**config.mk**
```make
export PLATFORM = sky130hd
export DESIGN_NAME = amplifier_redundancy_control
export DESIGN_NICKNAME = d
export VERILOG_FILES = /design/src/core/redundancy_pkg.sv /design/src/core/amplifier_redundancy_control.sv /design/src/core/peer_monitor.sv
export VERILOG_INCLUDE_DIRS = /design/src /design/src/core
export SDC_FILE = /design/constraint.sdc
export NUM_CORES = 1
export LEC_CHECK = 0
export BUFFER_PORTS_ARGS = -buffer_cell sky130_fd_sc_hd__buf_2
export CAP_MARGIN = 40
export CORE_ASPECT_RATIO = 0.8
export CORE_UTILIZATION = 60
export DETAILED_ROUTE_END_ITERATION = 12
export PLACE_DENSITY = 0.92
export SYNTH_ARGS = -nofsm -noshare
export SYNTH_HDL_FRONTEND = slang
export SYNTH_HIERARCHICAL = 1
export SYNTH_SLANG_ARGS = --single-unit
```
**constraint.sdc**
```tcl
create_clock -name core_clk -period 7.76 [get_ports core_clk]
set_clock_uncertainty 0.1 [all_clocks]
set_input_delay 0.776 -clock core_clk [delete_from_list [all_inputs] [get_ports core_clk]]
set_output_delay 0.776 -clock core_clk [all_outputs]
set_load 0.03 [all_outputs]
```
**src/core/redundancy_defs.svh**
```systemverilog
// Constants of the amplifier redundancy controller
`ifndef REDUNDANCY_DEFS_SVH
`define REDUNDANCY_DEFS_SVH
`define MODE_MANUAL 1'h0
`define MODE_AUTO 1'h1
`define SWITCH_UNIT1 2'h1
`define SWITCH_UNIT2 2'h2
`define FORCE_NONE 2'h0
`define FORCE_UNIT1 2'h1
`define FORCE_UNIT2 2'h2
`define CFG_RESET 16'h0000
`define ATTEN_RESET 8'h00
`define COMM_TIMEOUT_MS 100
`define CLK_HZ 20000000
`define COMM_TIMEOUT_CYC ((`COMM_TIMEOUT_MS * (`CLK_HZ / 1000)))
`endif

```
**src/core/redundancy_pkg.sv**
```systemverilog
// Types of the amplifier redundancy controller
package redundancy_pkg;
    typedef enum logic [1:0] {ROLE_NONE, ROLE_UNIT1, ROLE_UNIT2, ROLE_BACKUP} role_e;
    typedef enum logic [1:0] {CABLE_NONE, CABLE_ONE_ONE, CABLE_ONE_TWO} cable_e;
    typedef enum logic [2:0] {
        REPLY_OK, REPLY_NOT_PERMITTED, REPLY_BAD_ARGS, REPLY_BAD_INSTR, REPLY_NOT_REMOTE
    } reply_e;
    typedef enum logic [2:0] {
        CMD_NONE, CMD_MODE, CMD_SWITCH, CMD_GAIN_OFFSET, CMD_FORCE, CMD_STANDBY_OFFSET, CMD_ATTEN
    } cmd_e;
endpackage : redundancy_pkg

```
**src/core/amplifier_redundancy_control.sv**
```systemverilog
// Redundancy controller: role, switchover, offsets and command replies
// Contract
// RL1: Role comes from cable type and connector position sensed on the loop.
// RL2: In 1:1, the unit not selected by the switch is the backup.
// RL3: Auto mode: healthy backup takes over on active comm loss or fault.
// RL4: Manual mode: no switchover on faults.
// RL5: Controller writes the same mode to both units of a pair.
// RL6: Switch command 1 puts unit one online, 2 puts unit two online.
// RL7: 1:1 backup stores gain offset and loads it when taking over.
// RL8: 1:2 backup monitors both online units for comm and summary faults.
// RL9: Backup adopts the faulted unit's last good status before going online.
// RL10: After takeover mode becomes manual; backup stays online until reset. In 1:1 the code lets a switch command take it offline.
// RL11: Force value 0 returns to auto with units one and two online.
// RL12: Force value 1 replaces unit one, value 2 replaces unit two.
// RL13: 1:2 backup keeps one stored offset per online unit.
// RL14: Forced replacement applies the stored offset of that unit.
// RL15: Attenuation command retunes while standing in; rewrite stores tuned value.
// RL16: Replies carry one of five qualifiers.
// RL17: Communication loss timeout is a parameter.
`timescale 1ns/1ps
`include "redundancy_defs.svh"
module amplifier_redundancy_control
    import redundancy_pkg::*;
#(
    parameter int ATT_W = 8,
    parameter int CFG_W = 16,
    parameter int TIMEOUT_CYC = `COMM_TIMEOUT_CYC
) (
    input wire logic core_clk,
    input wire logic reset,
    input wire logic clkEn,
    input wire logic [1:0] cableType,
    input wire logic [1:0] cablePosition,
    input wire logic remoteEnabled,
    input wire logic cmdValid,
    input wire logic [2:0] cmdCode,
    input wire logic [1:0] cmdIndex,
    input wire logic [ATT_W-1:0] cmdValue,
    input wire logic ownSumFault,
    input wire logic [1:0] peerAlive,
    input wire logic [1:0] peerSumFault,
    input wire logic [2*CFG_W-1:0] peerCfg,
    output logic replyValid,
    output logic [2:0] replyCode,
    output logic [1:0] role,
    output logic autoMode,
    output logic online,
    output logic [1:0] switch_position_select,
    output logic [1:0] force_backup_select,
    output logic [ATT_W-1:0] attenuation_setting,
    output logic [CFG_W-1:0] activeCfg,
    output logic [1:0] peerFault
);
    role_e role_r;
    logic mode_r;
    logic [1:0] switch_r;
    logic [1:0] force_r;
    logic online_r;
    logic [ATT_W-1:0] atten_r;
    logic [ATT_W-1:0] pair_gain_offset_r;
    logic [ATT_W-1:0] standby_offset_per_unit_r [2];
    logic [CFG_W-1:0] cfg_r;
    logic replyValid_r;
    logic [2:0] replyCode_r;
    logic [1:0] commLost;
    logic [1:0] faulted;
    logic [CFG_W-1:0] lastGood [2];
    logic isOneOne;
    logic isOneTwo;
    logic isBackup;
    logic takeover;
    logic takeIdx;
    logic argOk;
    logic permitted;
    cmd_e cmd;

    assign isOneOne = cableType == 2'(CABLE_ONE_ONE);
    assign isOneTwo = cableType == 2'(CABLE_ONE_TWO);
    assign cmd = cmd_e'(cmdCode);

    // Role from cable type and connector position
    always_ff @(posedge core_clk) begin
        if (reset) begin
            role_r <= ROLE_NONE;
        end else if (clkEn) begin
            if (isOneTwo) begin
                role_r <= role_e'(cablePosition); // RL1
            end else if (isOneOne && cablePosition == 2'(ROLE_UNIT1)) begin
                role_r <= ROLE_UNIT1; // RL1
            end else if (isOneOne && cablePosition == 2'(ROLE_UNIT2)) begin
                role_r <= ROLE_UNIT2; // RL1
            end else begin
                role_r <= ROLE_NONE;
            end
        end
    end

    // In 1:1 the backup is whichever unit the switch does not select
    always_comb begin
        if (isOneOne) begin
            isBackup = (role_r == ROLE_UNIT1 && switch_r == `SWITCH_UNIT2) ||
                       (role_r == ROLE_UNIT2 && switch_r == `SWITCH_UNIT1); // RL2
        end else begin
            isBackup = isOneTwo && role_r == ROLE_BACKUP;
        end
    end

    genvar g;
    generate
        for (g = 0; g < 2; g++) begin : gPeer
            peer_monitor #(.CFG_W(CFG_W), .TIMEOUT_CYC(TIMEOUT_CYC)) uMon (
                .core_clk(core_clk),
                .reset(reset),
                .clkEn(clkEn),
                .enable(isBackup && !online_r && (isOneTwo || g == 0)), // RL8
                .peerAlive(peerAlive[g]),
                .peerSumFault(peerSumFault[g]),
                .peerCfg(peerCfg[g*CFG_W +: CFG_W]),
                .commLost(commLost[g]),
                .faulted(faulted[g]),
                .lastGoodCfg(lastGood[g])
            );
        end
    endgenerate

    // Automatic takeover only by a healthy backup in auto mode
    assign takeover = clkEn && mode_r == `MODE_AUTO && isBackup && !online_r && !ownSumFault &&
                      (faulted != 2'b00); // RL3 RL4
    assign takeIdx = !faulted[0];

    always_comb begin
        argOk = 1'b1;
        permitted = 1'b1;
        case (cmd)
            CMD_MODE: argOk = cmdValue <= ATT_W'(1);
            CMD_SWITCH: begin
                argOk = cmdValue == ATT_W'(1) || cmdValue == ATT_W'(2);
                permitted = isOneOne && mode_r == `MODE_MANUAL;
            end
            CMD_GAIN_OFFSET: permitted = isOneOne;
            CMD_FORCE: begin
                argOk = cmdValue <= ATT_W'(2);
                permitted = isOneTwo && role_r == ROLE_BACKUP; // RL12
            end
            CMD_STANDBY_OFFSET: begin
                argOk = cmdIndex == 2'h1 || cmdIndex == 2'h2;
                permitted = isOneTwo && role_r == ROLE_BACKUP;
            end
            CMD_ATTEN: argOk = 1'b1;
            default: argOk = 1'b0;
        endcase
    end

    wire logic accept = clkEn && cmdValid && remoteEnabled && cmd != CMD_NONE && argOk && permitted;

    // Reply qualifier for each command
    always_ff @(posedge core_clk) begin
        if (reset) begin
            replyValid_r <= 1'b0;
            replyCode_r <= 3'(REPLY_OK);
        end else if (clkEn) begin
            replyValid_r <= cmdValid;
            if (cmd == CMD_NONE || cmdCode > 3'(CMD_ATTEN)) begin
                replyCode_r <= 3'(REPLY_BAD_INSTR); // RL16
            end else if (!remoteEnabled) begin
                replyCode_r <= 3'(REPLY_NOT_REMOTE); // RL16
            end else if (!argOk) begin
                replyCode_r <= 3'(REPLY_BAD_ARGS); // RL16
            end else if (!permitted) begin
                replyCode_r <= 3'(REPLY_NOT_PERMITTED); // RL16
            end else begin
                replyCode_r <= 3'(REPLY_OK); // RL16
            end
        end
    end

    // Redundancy mode
    always_ff @(posedge core_clk) begin
        if (reset) begin
            mode_r <= `MODE_MANUAL;
        end else if (takeover) begin
            mode_r <= `MODE_MANUAL; // RL10
        end else if (accept && cmd == CMD_MODE) begin
            mode_r <= cmdValue[0]; // RL5
        end else if (accept && cmd == CMD_FORCE) begin
            mode_r <= cmdValue[1:0] == `FORCE_NONE; // RL11
        end
    end

    // Waveguide switch position and forced backup selection
    always_ff @(posedge core_clk) begin
        if (reset) begin
            switch_r <= `SWITCH_UNIT1;
            force_r <= `FORCE_NONE;
        end else if (takeover) begin
            if (isOneOne) begin
                switch_r <= (role_r == ROLE_UNIT1) ? `SWITCH_UNIT1 : `SWITCH_UNIT2; // RL3
            end else begin
                force_r <= takeIdx ? `FORCE_UNIT2 : `FORCE_UNIT1; // RL8
            end
        end else if (accept && cmd == CMD_SWITCH) begin
            switch_r <= cmdValue[1:0]; // RL6
        end else if (accept && cmd == CMD_FORCE) begin
            force_r <= cmdValue[1:0]; // RL12
        end
    end

    // Online state: 1:2 backup holds online until the user force-resets; in 1:1 a switch command can take it offline
    always_ff @(posedge core_clk) begin
        if (reset) begin
            online_r <= 1'b0;
        end else if (clkEn) begin
            if (takeover) begin
                online_r <= 1'b1; // RL10
            end else if (accept && cmd == CMD_FORCE) begin
                online_r <= cmdValue[1:0] != `FORCE_NONE; // RL11
            end else if (role_r == ROLE_NONE) begin
                // No role until the cable is sensed, so never online straight after reset
                online_r <= 1'b0;
            end else if (isOneOne) begin
                online_r <= !isBackup;
            end else if (isOneTwo && role_r != ROLE_BACKUP) begin
                online_r <= 1'b1;
            end
        end
    end

    // Stored offsets
    always_ff @(posedge core_clk) begin
        if (reset) begin
            pair_gain_offset_r <= ATT_W'(`ATTEN_RESET);
            standby_offset_per_unit_r[0] <= ATT_W'(`ATTEN_RESET);
            standby_offset_per_unit_r[1] <= ATT_W'(`ATTEN_RESET);
        end else if (accept && cmd == CMD_GAIN_OFFSET) begin
            pair_gain_offset_r <= cmdValue; // RL7
        end else if (accept && cmd == CMD_STANDBY_OFFSET) begin
            standby_offset_per_unit_r[cmdIndex[1]] <= cmdValue; // RL13 RL15
        end
    end

    // Attenuation applied on takeover, forced replacement or direct command
    always_ff @(posedge core_clk) begin
        if (reset) begin
            atten_r <= ATT_W'(`ATTEN_RESET);
        end else if (takeover) begin
            atten_r <= isOneOne ? pair_gain_offset_r : standby_offset_per_unit_r[takeIdx]; // RL7 RL14
        end else if (accept && cmd == CMD_FORCE && cmdValue[1:0] != `FORCE_NONE) begin
            atten_r <= standby_offset_per_unit_r[cmdValue[1]]; // RL14
        end else if (accept && cmd == CMD_ATTEN) begin
            atten_r <= cmdValue; // RL15
        end
    end

    // Configuration adopted from the replaced unit
    always_ff @(posedge core_clk) begin
        if (reset) begin
            cfg_r <= CFG_W'(`CFG_RESET);
        end else if (takeover) begin
            cfg_r <= lastGood[isOneOne ? 1'b0 : takeIdx]; // RL9
        end else if (accept && cmd == CMD_FORCE && cmdValue[1:0] != `FORCE_NONE) begin
            cfg_r <= lastGood[cmdValue[1]]; // RL9
        end
    end

    assign replyValid = replyValid_r;
    assign replyCode = replyCode_r;
    assign role = role_r;
    assign autoMode = mode_r;
    assign online = online_r;
    assign switch_position_select = switch_r;
    assign force_backup_select = force_r;
    assign attenuation_setting = atten_r;
    assign activeCfg = cfg_r;
    assign peerFault = faulted;
endmodule : amplifier_redundancy_control

```
**src/core/peer_monitor.sv**
```systemverilog
// Watchdog and last-good status capture for one peer unit
`timescale 1ns/1ps
`include "redundancy_defs.svh"
module peer_monitor
    import redundancy_pkg::*;
#(
    parameter int CFG_W = 16,
    parameter int TIMEOUT_CYC = `COMM_TIMEOUT_CYC
) (
    input wire logic core_clk,
    input wire logic reset,
    input wire logic clkEn,
    input wire logic enable,
    input wire logic peerAlive,
    input wire logic peerSumFault,
    input wire logic [CFG_W-1:0] peerCfg,
    output logic commLost,
    output logic faulted,
    output logic [CFG_W-1:0] lastGoodCfg
);
    logic [31:0] silentCnt_r;
    logic commLost_r;
    logic [CFG_W-1:0] lastGood_r;

    // Missing responses count up to the timeout
    always_ff @(posedge core_clk) begin
        if (reset) begin
            silentCnt_r <= 32'h0000_0000;
            commLost_r <= 1'b0;
        end else if (clkEn) begin
            if (!enable || peerAlive) begin
                silentCnt_r <= 32'h0000_0000;
                commLost_r <= 1'b0;
            end else if (silentCnt_r >= 32'(TIMEOUT_CYC - 1)) begin
                commLost_r <= 1'b1; // RL17
            end else begin
                silentCnt_r <= silentCnt_r + 32'h0000_0001;
            end
        end
    end

    // Status is kept only while the peer is healthy
    always_ff @(posedge core_clk) begin
        if (reset) begin
            lastGood_r <= CFG_W'(`CFG_RESET);
        end else if (clkEn && enable && peerAlive && !peerSumFault && !commLost_r) begin
            lastGood_r <= peerCfg; // RL9
        end
    end

    assign commLost = commLost_r;
    assign faulted = commLost_r | (enable & peerSumFault); // RL8
    assign lastGoodCfg = lastGood_r;
endmodule : peer_monitor

```
# Word-level counts from Yosys, hierarchy flattened
# Memories as Yosys holds them, arrays and structs flattened.
# Index checks and enable logic that the tools add are counted.
# word_totals
reg_bits	142
latch_bits	0
ramBits	16
rom_bits	0
output_inout_bits	38
word_cells	189
n_memories	1
# mem_list
name	depth	width	read_ports	rd_clocked_by_memory_dff	wr	line_no	rtl
standby_offset_per_unit_r	2	8	2	0	2	amplifier_redundancy_control.sv:61	logic [ATT_W-1:0] standby_offset_per_unit_r [2];
# op_classes
addsub	2
multipliers	0
n_div	0
order_cmp	7
n_eq_ne	25
shift	0
n_mux	56
bitwise_logic	7
reduce_logical	75
# ops
operator	count
two-way mux 16 bit	8
two-way mux 32 bit	4
adder 32 x 1 -> 32 bit (second input constant)	2
greater-or-equal comparator 32 x 21 -> 1 bit (second input constant)	2
two-way mux 8 bit	5
logical AND 1 bit	34
two-way mux 2 bit	13
two-way mux 1 bit	22
nonzero test 2 bit	8
== test 2 bit (second input constant)	6
AND reduction 2 bit	6
== test 2 x 1 -> 1 bit (second input constant)	5
zero test 1 bit	10
== test 3 bit (second input constant)	3
== test 8 x 1 -> 1 bit (second input constant)	1
== test 8 x 2 -> 1 bit (second input constant)	1
less-or-equal comparator 8 x 1 -> 1 bit (second input constant)	1
less-or-equal comparator 8 x 2 -> 1 bit (second input constant)	1
inequality test 2 bit (second input constant)	4
OR reduction 8 bit	1
== test 3 x 2 -> 1 bit (second input constant)	2
logical OR 1 bit	6
two-way mux 3 bit	2
nonzero test 3 bit	2
15 further kinds	23

# Longest topological paths before layout
# Gate-level depths: netlist (run 1).
# depth
ltp_word	14
mapped_depth	13
depth_no_buf	10

# Cells and area by module
# Netlist (run 1), hierarchy kept.
# by_module_without_submodules
mod	instances	cells_per_inst	area_each_um2	seq_area_each_um2
amplifier_redundancy_control	1	344	3344.5	1361.3
peer_monitor (gPeer[1].uMon)	1	262	2284.7	980.9
peer_monitor (gPeer[0].uMon)	1	235	2180.8	980.9

# Worst setup path before layout (run 1)
# No wires, ideal clock.
# synth_timing
path_type	input-to-reg
start	input port cableType[0]
end	register cfg_r[11], in the netlist activeCfg[11]
setup_ps	137
arrival_time_ps	3242
t_required_ps	7523
setup_slack_ps	4280
stages	12
path_buffers	2
cell_sequence	nand4b_2 o22ai_2 or2_2 a21o_1 nor2_1 nor4_1 o21a_1 buf_6 mux2i_4 buf_6 mux2i_1 a211oi_1
# synth_via
elab_chain_cells	13
word_cells_on_any_way	28
# synth_lines
item	line_no	rtl
start: declaration	amplifier_redundancy_control.sv:32	input wire logic [1:0] cableType,
== test 2 bit	amplifier_redundancy_control.sv:78	assign isOneTwo = cableType == 2'(CABLE_ONE_TWO);
logical AND 1 bit	amplifier_redundancy_control.sv:104	isBackup = isOneTwo && role_r == ROLE_BACKUP;
two-way mux 1 bit (*)	amplifier_redundancy_control.sv:100	if (isOneOne) begin
logical AND 1 bit (*)	amplifier_redundancy_control.sv:115	.enable(isBackup && !online_r && (isOneTwo || g == 0)),
bitwise AND 1 bit (*)	peer_monitor.sv:52	assign faulted = commLost_r | (enable & peerSumFault);
OR 1 bit (*)	peer_monitor.sv:52	
via peerFault[0]	amplifier_redundancy_control.sv:52	output logic [1:0] peerFault
zero test 1 bit	amplifier_redundancy_control.sv:129	assign takeIdx = !faulted[0];
two-way mux 1 bit	amplifier_redundancy_control.sv:259	cfg_r <= lastGood[isOneOne ? 1'b0 : takeIdx];
NOT 1 -> 2 bit	amplifier_redundancy_control.sv:259	
two-way mux 16 bit (3 in series)	amplifier_redundancy_control.sv:259	
two-way mux 16 bit	amplifier_redundancy_control.sv:258	end else if (takeover) begin
end signal: assignment	amplifier_redundancy_control.sv:257	cfg_r <= CFG_W'(`CFG_RESET);
end signal: assignment	amplifier_redundancy_control.sv:259	
end signal: assignment	amplifier_redundancy_control.sv:261	cfg_r <= lastGood[cmdValue[1]];
end: declaration	amplifier_redundancy_control.sv:62	logic [CFG_W-1:0] cfg_r;
# The timed path passes the listed nets; every way through them passes the cells marked *. The select of a mux whose other input is x is not followed.
# A chain may end at the register's enable or synchronous reset.

# Worst setup path after layout (run 1)
# layout_timing
start	register role_r[0], in the netlist role[0]
end	register cfg_r[2], in the netlist activeCfg[2]
# layout_via
elab_chain_cells	14
word_cells_on_any_way	31
# layout_lines
item	line_no	rtl
start: declaration	amplifier_redundancy_control.sv:54	role_e role_r;
start signal: assignment	amplifier_redundancy_control.sv:87	role_r <= role_e'(cablePosition);
== test 2 x 1 -> 1 bit / == test 2 bit (equally long branches)	amplifier_redundancy_control.sv:101, amplifier_redundancy_control.sv:102	
logical AND 1 bit (no line)	--	
logical OR 1 bit	amplifier_redundancy_control.sv:101	isBackup = (role_r == ROLE_UNIT1 && switch_r == `SWITCH_UNIT2) ||
two-way mux 1 bit	amplifier_redundancy_control.sv:100	
logical AND 1 bit	amplifier_redundancy_control.sv:115	
bitwise AND 1 bit	peer_monitor.sv:52	
OR 1 bit	peer_monitor.sv:52	
zero test 1 bit	amplifier_redundancy_control.sv:129	
two-way mux 1 bit	amplifier_redundancy_control.sv:259	
NOT 1 -> 2 bit	amplifier_redundancy_control.sv:259	
two-way mux 16 bit (3 in series)	amplifier_redundancy_control.sv:259	
two-way mux 16 bit	amplifier_redundancy_control.sv:258	
# Parallel ways exist; a longest one is shown, timed or not. The select of a mux whose other input is x is not followed.

==> PnR_summary.wiki, run 1 <==
{| class="wikitable"
! Metric !! Value
|-
| Buffer depth of the longest clock path || 2
|-
| Syn_area_per_cell || 9.29 µm²
|-
| Number of nets at the end of the flow || 974
|-
| Simple-gate share of the synthesized area || 0.259
|-
| Data required time of the critical path || 8000 ps
|-
| Worst-path maximum fanout || 12
|-
| Buffers added on ports || 96
|-
| Unrepaired setup endpoints after global routing || false
|-
| Global-route wire length before repair || 33.3 mm
|-
| Relative slew margins || 0.447
|-
| Count of vias placed by the detailed router || 7110
|-
| Initial antenna violation count || 2
|-
| Final setup vio count || 0
|-
| Latest clock arrival within the worst-skew pair || 430 ps
|-
| Period Utilization, post-route || 0.567
|-
| Max-capacitance violation count || 0
|-
| Vias in the first global route || 6540
|-
| Remaining Overflow, GRT || 0
|-
| Number of gates resized after cts || 0
|-
| Static Leakage || 3.45 nW
|-
| CTS tree || yes
|-
| Site Rows || 36
|-
| Startpoint type of the worst setup path || flop
|-
| Setup bufs post-CTS || 0
|-
| Adder and majority gate portion of the synthesized area || 0.00320
|-
| Sequential standard cell area || 3320 µm²
|-
| Run status || completed
|-
| Pin count of the biggest net entering global routing || 50
|-
| # H-tree levels || 4
|-
| Setup Crit Path Kind || reg -> reg
|-
| Number of synthesis warnings || 6
|-
| Fraction of final layout cells sized beyond drive strength 1 || 0.194
|-
| I/O pin count || 97
|-
| Floorplan core area || 12400 µm²
|-
| Critical Path End Type || flop
|-
| Multi-input gate area in the final layout || 4180 µm²
|-
| Layout overhead on the synthesized area || 14.2%
|-
| Slowest-stage cell, CP || mux2i_4
|-
| Clock-pin transition on the worst setup and hold timing paths || 70 ps
|-
| Distinct cells, synth || 99
|-
| Crit path largest cell delay || 700 ps
|-
| Share of cell area taken by muxes after synthesis || 0.0939
|-
| Antenna-violating nets left || 0
|-
| Worst path buffer plus inverter count || 0
|-
| Flop and latch count out of synthesis || 158
|-
| Via-per-instance ratio || 6.47
|-
| Setup TNS || 0 ps
|-
| Clock root buffer || clkbuf_16
|-
| Post-synth net total || 902
|-
| Count of flip-flops with a built-in enable after synthesis || 16
|-
| Largest family of logic cells by synthesized area || simple AND/OR/NAND/NOR gates
|-
| DR pass1 iterations || 5
|-
| Sequential cell area fraction in the yosys report || 0.426
|-
| Overall die area || 13500 µm²
|-
| Drt initial violations || 872
|-
| FFs w/ async S/R, synth || 0
|-
| Global placer's final weighted congestion || 0.936
|-
| Hold Violations, Final || 0
|-
| Post-Place Cells || 1065
|-
| Synth Flop Type || dfxtp_1
|-
| Count of hold-fix buffers inserted at cts || 0
|-
| Synthesized area || 7810 µm²
|-
| Sinks on the clock net || 158
|-
| Critical path's top delay family || compound AO/OA/AOI/OAI gates
|-
| Data arrival, critical path || 4650 ps
|-
| Parity-gate share of the synthesized area counting xor and xnor cells || 0.00336
|-
| Die W || 130 µm
|-
| Total power density per cell area || 198 nW/µm²
|-
| Final cell count without fillers || 1099
|-
| Min cycle time layout || 4400 ps
|-
| Worst Slack Setup Final || 3360 ps
|-
| Area fraction in compound gates after synthesis || 0.174
|-
| Path class of the lowest-slack min-delay path || reg -> reg
|-
| Post-Place Worst Slack || 3090 ps
|-
| Number of instances in the synthesized netlist || 841
|-
| Final HPWL DP || 13.8 mm
|-
| Max Freq || 227 MHz
|-
| Average detailed-routed wire length per instance || 18.8 µm
|-
| DIE HEIGHT || 104 µm
|-
| Layout filler cell count || 892
|-
| CTS buffer count || 17
|-
| Final WL || 20.7 mm
|-
| Initial standard-cell utilization of the core || 0.628
|-
| Post-route DRC || 0
|-
| Total GRT Usage || 0.316
|-
| Final count of pins violating max slew || 0
|-
| Critical path cell sequence || nand4b_2, o22ai_2, or2_2, a21o_1, nor2_1, nor4_1, o21a_1, mux2i_4, mux2i_1, a211oi_1
|-
| Slew @ Worst Pin || 829 ps
|-
| Worst supply voltage drop on vdd || 175 µV
|}
==> final timing paths <==
path	start	endpoint	slack [ps]	depth (start not counted)
setup / recovery	role[0]$_SDFFE_PP0P_	activeCfg[2]$_SDFFE_PP0P_	3360	10
hold reg to reg	gPeer[0].uMon/silentCnt_r[27]$_SDFFE_PP0P_	gPeer[0].uMon/silentCnt_r[27]$_SDFFE_PP0P_	360	1
setup reg to reg	role[0]$_SDFFE_PP0P_	activeCfg[2]$_SDFFE_PP0P_	3360	10
hold / removal	gPeer[0].uMon/silentCnt_r[27]$_SDFFE_PP0P_	gPeer[0].uMon/silentCnt_r[27]$_SDFFE_PP0P_	360	1
==> per-stage QoR <==
stage	total power [mW]	hold slack (ps)	instance area, µm²	util
after floorplan	0.917	330	7810	-
after global placement	0.953	344	8290	0.667
after detailed placement	0.955	347	8320	0.669
after CTS	1.77	369	8910	0.717
after global routing	1.81	382	8920	0.717
final	1.77	364	8920	0.717
==> Yosys cell counts (all sizes together) (11+ instances only) <==
| cell | count | area share |
|---|---|---|
| dfxtp | 142 | 0.36 |
| nor2 | 106 | 0.051 |
| mux2i | 63 | 0.082 |
| nand2 | 48 | 0.024 |
| a21oi | 38 | 0.025 |
| nand3 | 34 | 0.023 |
| and2 | 30 | 0.024 |
| and3 | 29 | 0.023 |
| clkbuf | 29 | 0.014 |
| o21ai | 25 | 0.017 |
| a211oi | 23 | 0.022 |
| a31oi | 20 | 0.016 |
| buf | 20 | 0.018 |
| nor4 | 19 | 0.024 |
| nand4 | 17 | 0.016 |
| edfxtp | 16 | 0.062 |
| inv | 16 | 0.0077 |
| o211ai | 16 | 0.018 |
| nor3 | 11 | 0.0077 |
==> registers in the layout (all words and copies together), names as in the netlist <==
register,flops
force_backup_select,2
online,1
gPeer.uMon/lastGoodCfg,32
replyValid,1
switch_position_select,2
autoMode,1
activeCfg,16
standby_offset_per_unit_r,16
replyCode,3
gPeer.uMon/commLost,2
attenuation_setting,8
pair_gain_offset_r,8
role,2
gPeer.uMon/silentCnt_r,64
==> layout by cell type (no fill, tap or decap), types with 4 or more instances in the layout <==
cell type and n:
nand3_1 33, or3_1 9, buf_4 5, nand2_1 46, clkinv_8 4, inv_6 5
and4_1 4, o211a_1 4, o21ai_1 4, a31oi_1 20, a211oi_1 23, nand2b_1 9
o31ai_1 6, inv_1 15, a41oi_1 5, nor3_1 10, nand4_1 15, buf_2 95
o21ai_0 20, and3_1 29, mux2i_1 62, nor2_1 105, a21o_1 6, and2_1 29
mux2_2 8, nor4_4 5, nor4_1 14, edfxtp_1 16, a21oi_1 36, o211ai_1 14
dfxtp_1 142, o221ai_1 6, clkbuf_16 17, or4_1 8, nor2b_1 5
==> report_power, final <==
group / internal (mW) / switching, mW
combinational: 0.0338 / 0.0713
sequential: 0.830 / 0.00555
clock: 0.432 / 0.394
total: 1.30 / 0.471
==> logic make-up (layout without fill, tap and decap cells) <==
logic type,after synthesis,count (layout)
other,0,2
flip-flops,158,158
multiplexers,71,71
adder cells (fa/ha/maj),2,2
AO/OA/AOI/OAI,184,184
AND/OR/NAND/NOR,357,357
XOR/XNOR,3,3
buffers and inverters,66,151
==> routing by layer <==
layer,wire length [µm],up-vias,global-route usage
met1,8700,3360,0.430
met5,0,-,0
met2,9570,400,0.488
li1,-,3300,-
met4,440,0,0.110
met3,1960,50,0.0766
==> cell type report <==
type,count,area share
multi-input combinational,617,0.469
tap,171,0.0240
clock buffer,17,0.0477
inverter,17,0.00716
timing repair buffer,102,0.0605
clock inverter,15,0.0188
sequential,158,0.373
antenna,2,0.000561
(Power assumes the default switching activity.)
==> inputs of run 2 (changes only) <==
- CORE_UTILIZATION: 60 -> 58
- PLACE_DENSITY: 0.92 -> 0.9
- clock period: 7.76 -> 4.4 ns (I/O delays scaled with it)
==> run 2 against run 1 <==
Net effect:
- combinational power is 75% higher
- via count is 1.2% lower
- clock power increased by 79%
- first-iteration DRC count up 2.1%
- die area up 3.4%
- register-to-register slack got worse by 2800 ps
- sequential cell count unchanged
- core utilization is 3.1 points lower
- sequential share of layout area shrank 0.057 points
- maximum frequency is 14% higher
- count of clock-buffer cells in the layout unchanged
- final cell count increased by 0.45%
- largest cell class unchanged
- largest power group is now clock
==> PnR_summary.wiki, run 2 (synthesis gave the netlist of run 1 again) <==
{| class="wikitable"
! Metric !! Value
|-
| Run status || completed
|-
| Slew @ Worst Pin || 861 ps
|-
| Layout filler cell count || 952
|-
| Data arrival, critical path || 4100 ps
|-
| Setup TNS || 0 ps
|-
| Count of vias placed by the detailed router || 7027
|-
| Met3 Wirelength || 1.76 mm
|-
| Total GRT Usage || 0.293
|-
| I/O pin count || 97
|-
| Post-Route M1 WL || 8.61 mm
|-
| Min cycle time layout || 3860 ps
|-
| DR pass1 iterations || 5
|-
| Initial antenna violation count || 0
|-
| Cell internal pwr || 2.33 mW
|-
| Most flop-heavy register || gPeer.uMon/silentCnt_r
|-
| DIE HEIGHT || 106 µm
|-
| Buffers added on ports || 96
|-
| Fraction of power spent switching nets || 0.256
|-
| Overall die area || 13900 µm²
|-
| Startpoint type of the worst setup path || flop
|-
| Via-per-instance ratio || 6.37
|-
| Clock-pin transition on the worst setup and hold timing paths || 70 ps
|-
| Share of power burned in registers || 0.470
|-
| Setup Crit Path Kind || reg -> reg
|-
| CTS tree || yes
|-
| Global placer's final weighted congestion || 0.898
|-
| Final core utilization || 0.687
|-
| Final count of pins violating max slew || 0
|-
| Hold Violations, Final || 0
|-
| Number of gates resized after cts || 0
|-
| Critical Path End Type || flop
|-
| Combinational power share || 0.059
|-
| Final HPWL DP || 13.7 mm
|-
| Initial standard-cell utilization of the core || 0.600
|-
| Critical path cell sequence || nand4b_2, o22ai_2, or2_2, a21o_1, nor2_1, nor4_1, o21a_1, mux2i_4, mux2i_1, a211oi_1
|-
| Total power density per cell area || 351 nW/µm²
|-
| Buffer depth of the longest clock path || 2
|-
| Largest register FFs || 64
|-
| Clock Power Share || 0.472
|-
| Average detailed-routed wire length per instance || 18.2 µm
|-
| Most common cell after layout, fill and taps aside || dfxtp_1
|-
| Die W || 132 µm
|-
| Path class of the lowest-slack min-delay path || in -> reg
|-
| Period Utilization, post-route || 0.878
|-
| Max-capacitance violation count || 0
|-
| Drt initial violations || 890
|-
| Latest clock arrival within the worst-skew pair || 430 ps
|-
| Unrepaired setup endpoints after global routing || false
|-
| Clock root buffer || clkbuf_16
|-
| Remaining Overflow, GRT || 0
|-
| Pin count of the biggest net entering global routing || 70
|-
| CTS buffer count || 17
|-
| Fraction of final layout cells sized beyond drive strength 1 || 0.197
|-
| Static Leakage || 3.47 nW
|-
| Site Rows || 37
|-
| Final setup vio count || 0
|-
| Number of nets at the end of the flow || 977
|-
| Sw power || 803 µW
|-
| Sequential standard cell area || 3320 µm²
|-
| Floorplan core area || 13000 µm²
|-
| Sinks on the clock net || 158
|-
| Commonest cells after routing, fill and taps aside || 142 x dfxtp_1, 105 x nor2_1, 95 x buf_2
|-
| Max Freq || 259 MHz
|-
| Multi-input gate area in the final layout || 4180 µm²
|-
| Relative slew margins || 0.426
|-
| Layout overhead on the synthesized area || 14.4%
|-
| Worst path buffer plus inverter count || 0
|-
| Number of antenna repair diodes || 0
|-
| Global-route wire length before repair || 32.5 mm
|-
| Worst supply voltage drop on vdd || 287 µV
|-
| Met2 layer wire length in the routed design || 9.04 mm
|-
| Data required time of the critical path || 4640 ps
|-
| # H-tree levels || 4
|-
| Vias in the first global route || 6466
|-
| Worst-path maximum fanout || 12
|-
| Post-route DRC || 0
|-
| Antenna-violating nets left || 0
|-
| Crit path largest cell delay || 660 ps
|-
| Critical path's top delay family || compound AO/OA/AOI/OAI gates
|-
| Final WL || 20.1 mm
|-
| Slowest-stage cell, CP || mux2i_4
|-
| Count of hold-fix buffers inserted at cts || 0
|-
| Highest signal layer in the routed design || met4
|-
| Setup bufs post-CTS || 0
|}
==> run 2: changes by cell type in the layout (fill, tap and decap cells not counted), sizes merged <==
cell / delta
clkinv: -4
bufinv: +1
inv: +3
diode: -2
buf: +3
==> run 2: power by group through the flow <==
stage / Sequential, mW / Combinational [mW] / Clock, mW
2_1_floorplan: 1.51 / 0.107 / 0
3_3_place_gp: 1.50 / 0.175 / 0
3_5_place_dp: 1.51 / 0.178 / 0
4_1_cts: 1.47 / 0.180 / 1.49
5_1_grt: 1.47 / 0.196 / 1.55
6_report: 1.47 / 0.184 / 1.48
==> run 2: routing by layer <==
| metal | up-vias | track usage |
|---|---|---|
| met3 | 65 | 0.0577 |
| met1 | 3279 | 0.396 |
| met2 | 379 | 0.449 |
| li1 | 3304 | - |
| met5 | - | 0 |
| met4 | 0 | 0.140 |
==> run 2: final cells by class <==
type                            count  share of cell area
Clock buffer                       17              0.0476
Clock inverter                     15              0.0182
Inverter                           17             0.00714
Multi-Input combinational cell    617               0.468
Sequential cell                   158               0.372
Tap cell                          175              0.0245
Timing Repair Buffer              105              0.0625
==> run 2: worst paths after layout <==
path	from	endpoint	slack (ps)	depth (start not counted)
setup reg to reg	role[1]$_SDFFE_PP0P_	activeCfg[5]$_SDFFE_PP0P_	540	10
hold / removal	peerCfg[10]	gPeer[0].uMon/lastGoodCfg[10]$_SDFFE_PP0P_	140	3
setup / recovery	role[1]$_SDFFE_PP0P_	activeCfg[5]$_SDFFE_PP0P_	540	10
hold reg to reg	gPeer[0].uMon/silentCnt_r[23]$_SDFFE_PP0P_	gPeer[0].uMon/silentCnt_r[23]$_SDFFE_PP0P_	360	1
==> run 2: metrics by stage <==
stage	hold WS, ps	std cells	instance area, µm²	total power, mW	setup WS, ps
detailed placement	346	1072	8340	1.68	562
finish	137	1104	8930	3.14	536
floorplan	330	841	7810	1.62	1100
CTS	138	1104	8930	3.14	616
global route	143	1104	8930	3.22	295
global placement	345	1070	8320	1.68	719
==> run 2: worst min-delay path: cells and delay by family <==
family                 cells  cell delay (ps)
buffers and inverters      1               70
muxes                      1               50
and+or+nand+nor            1               70
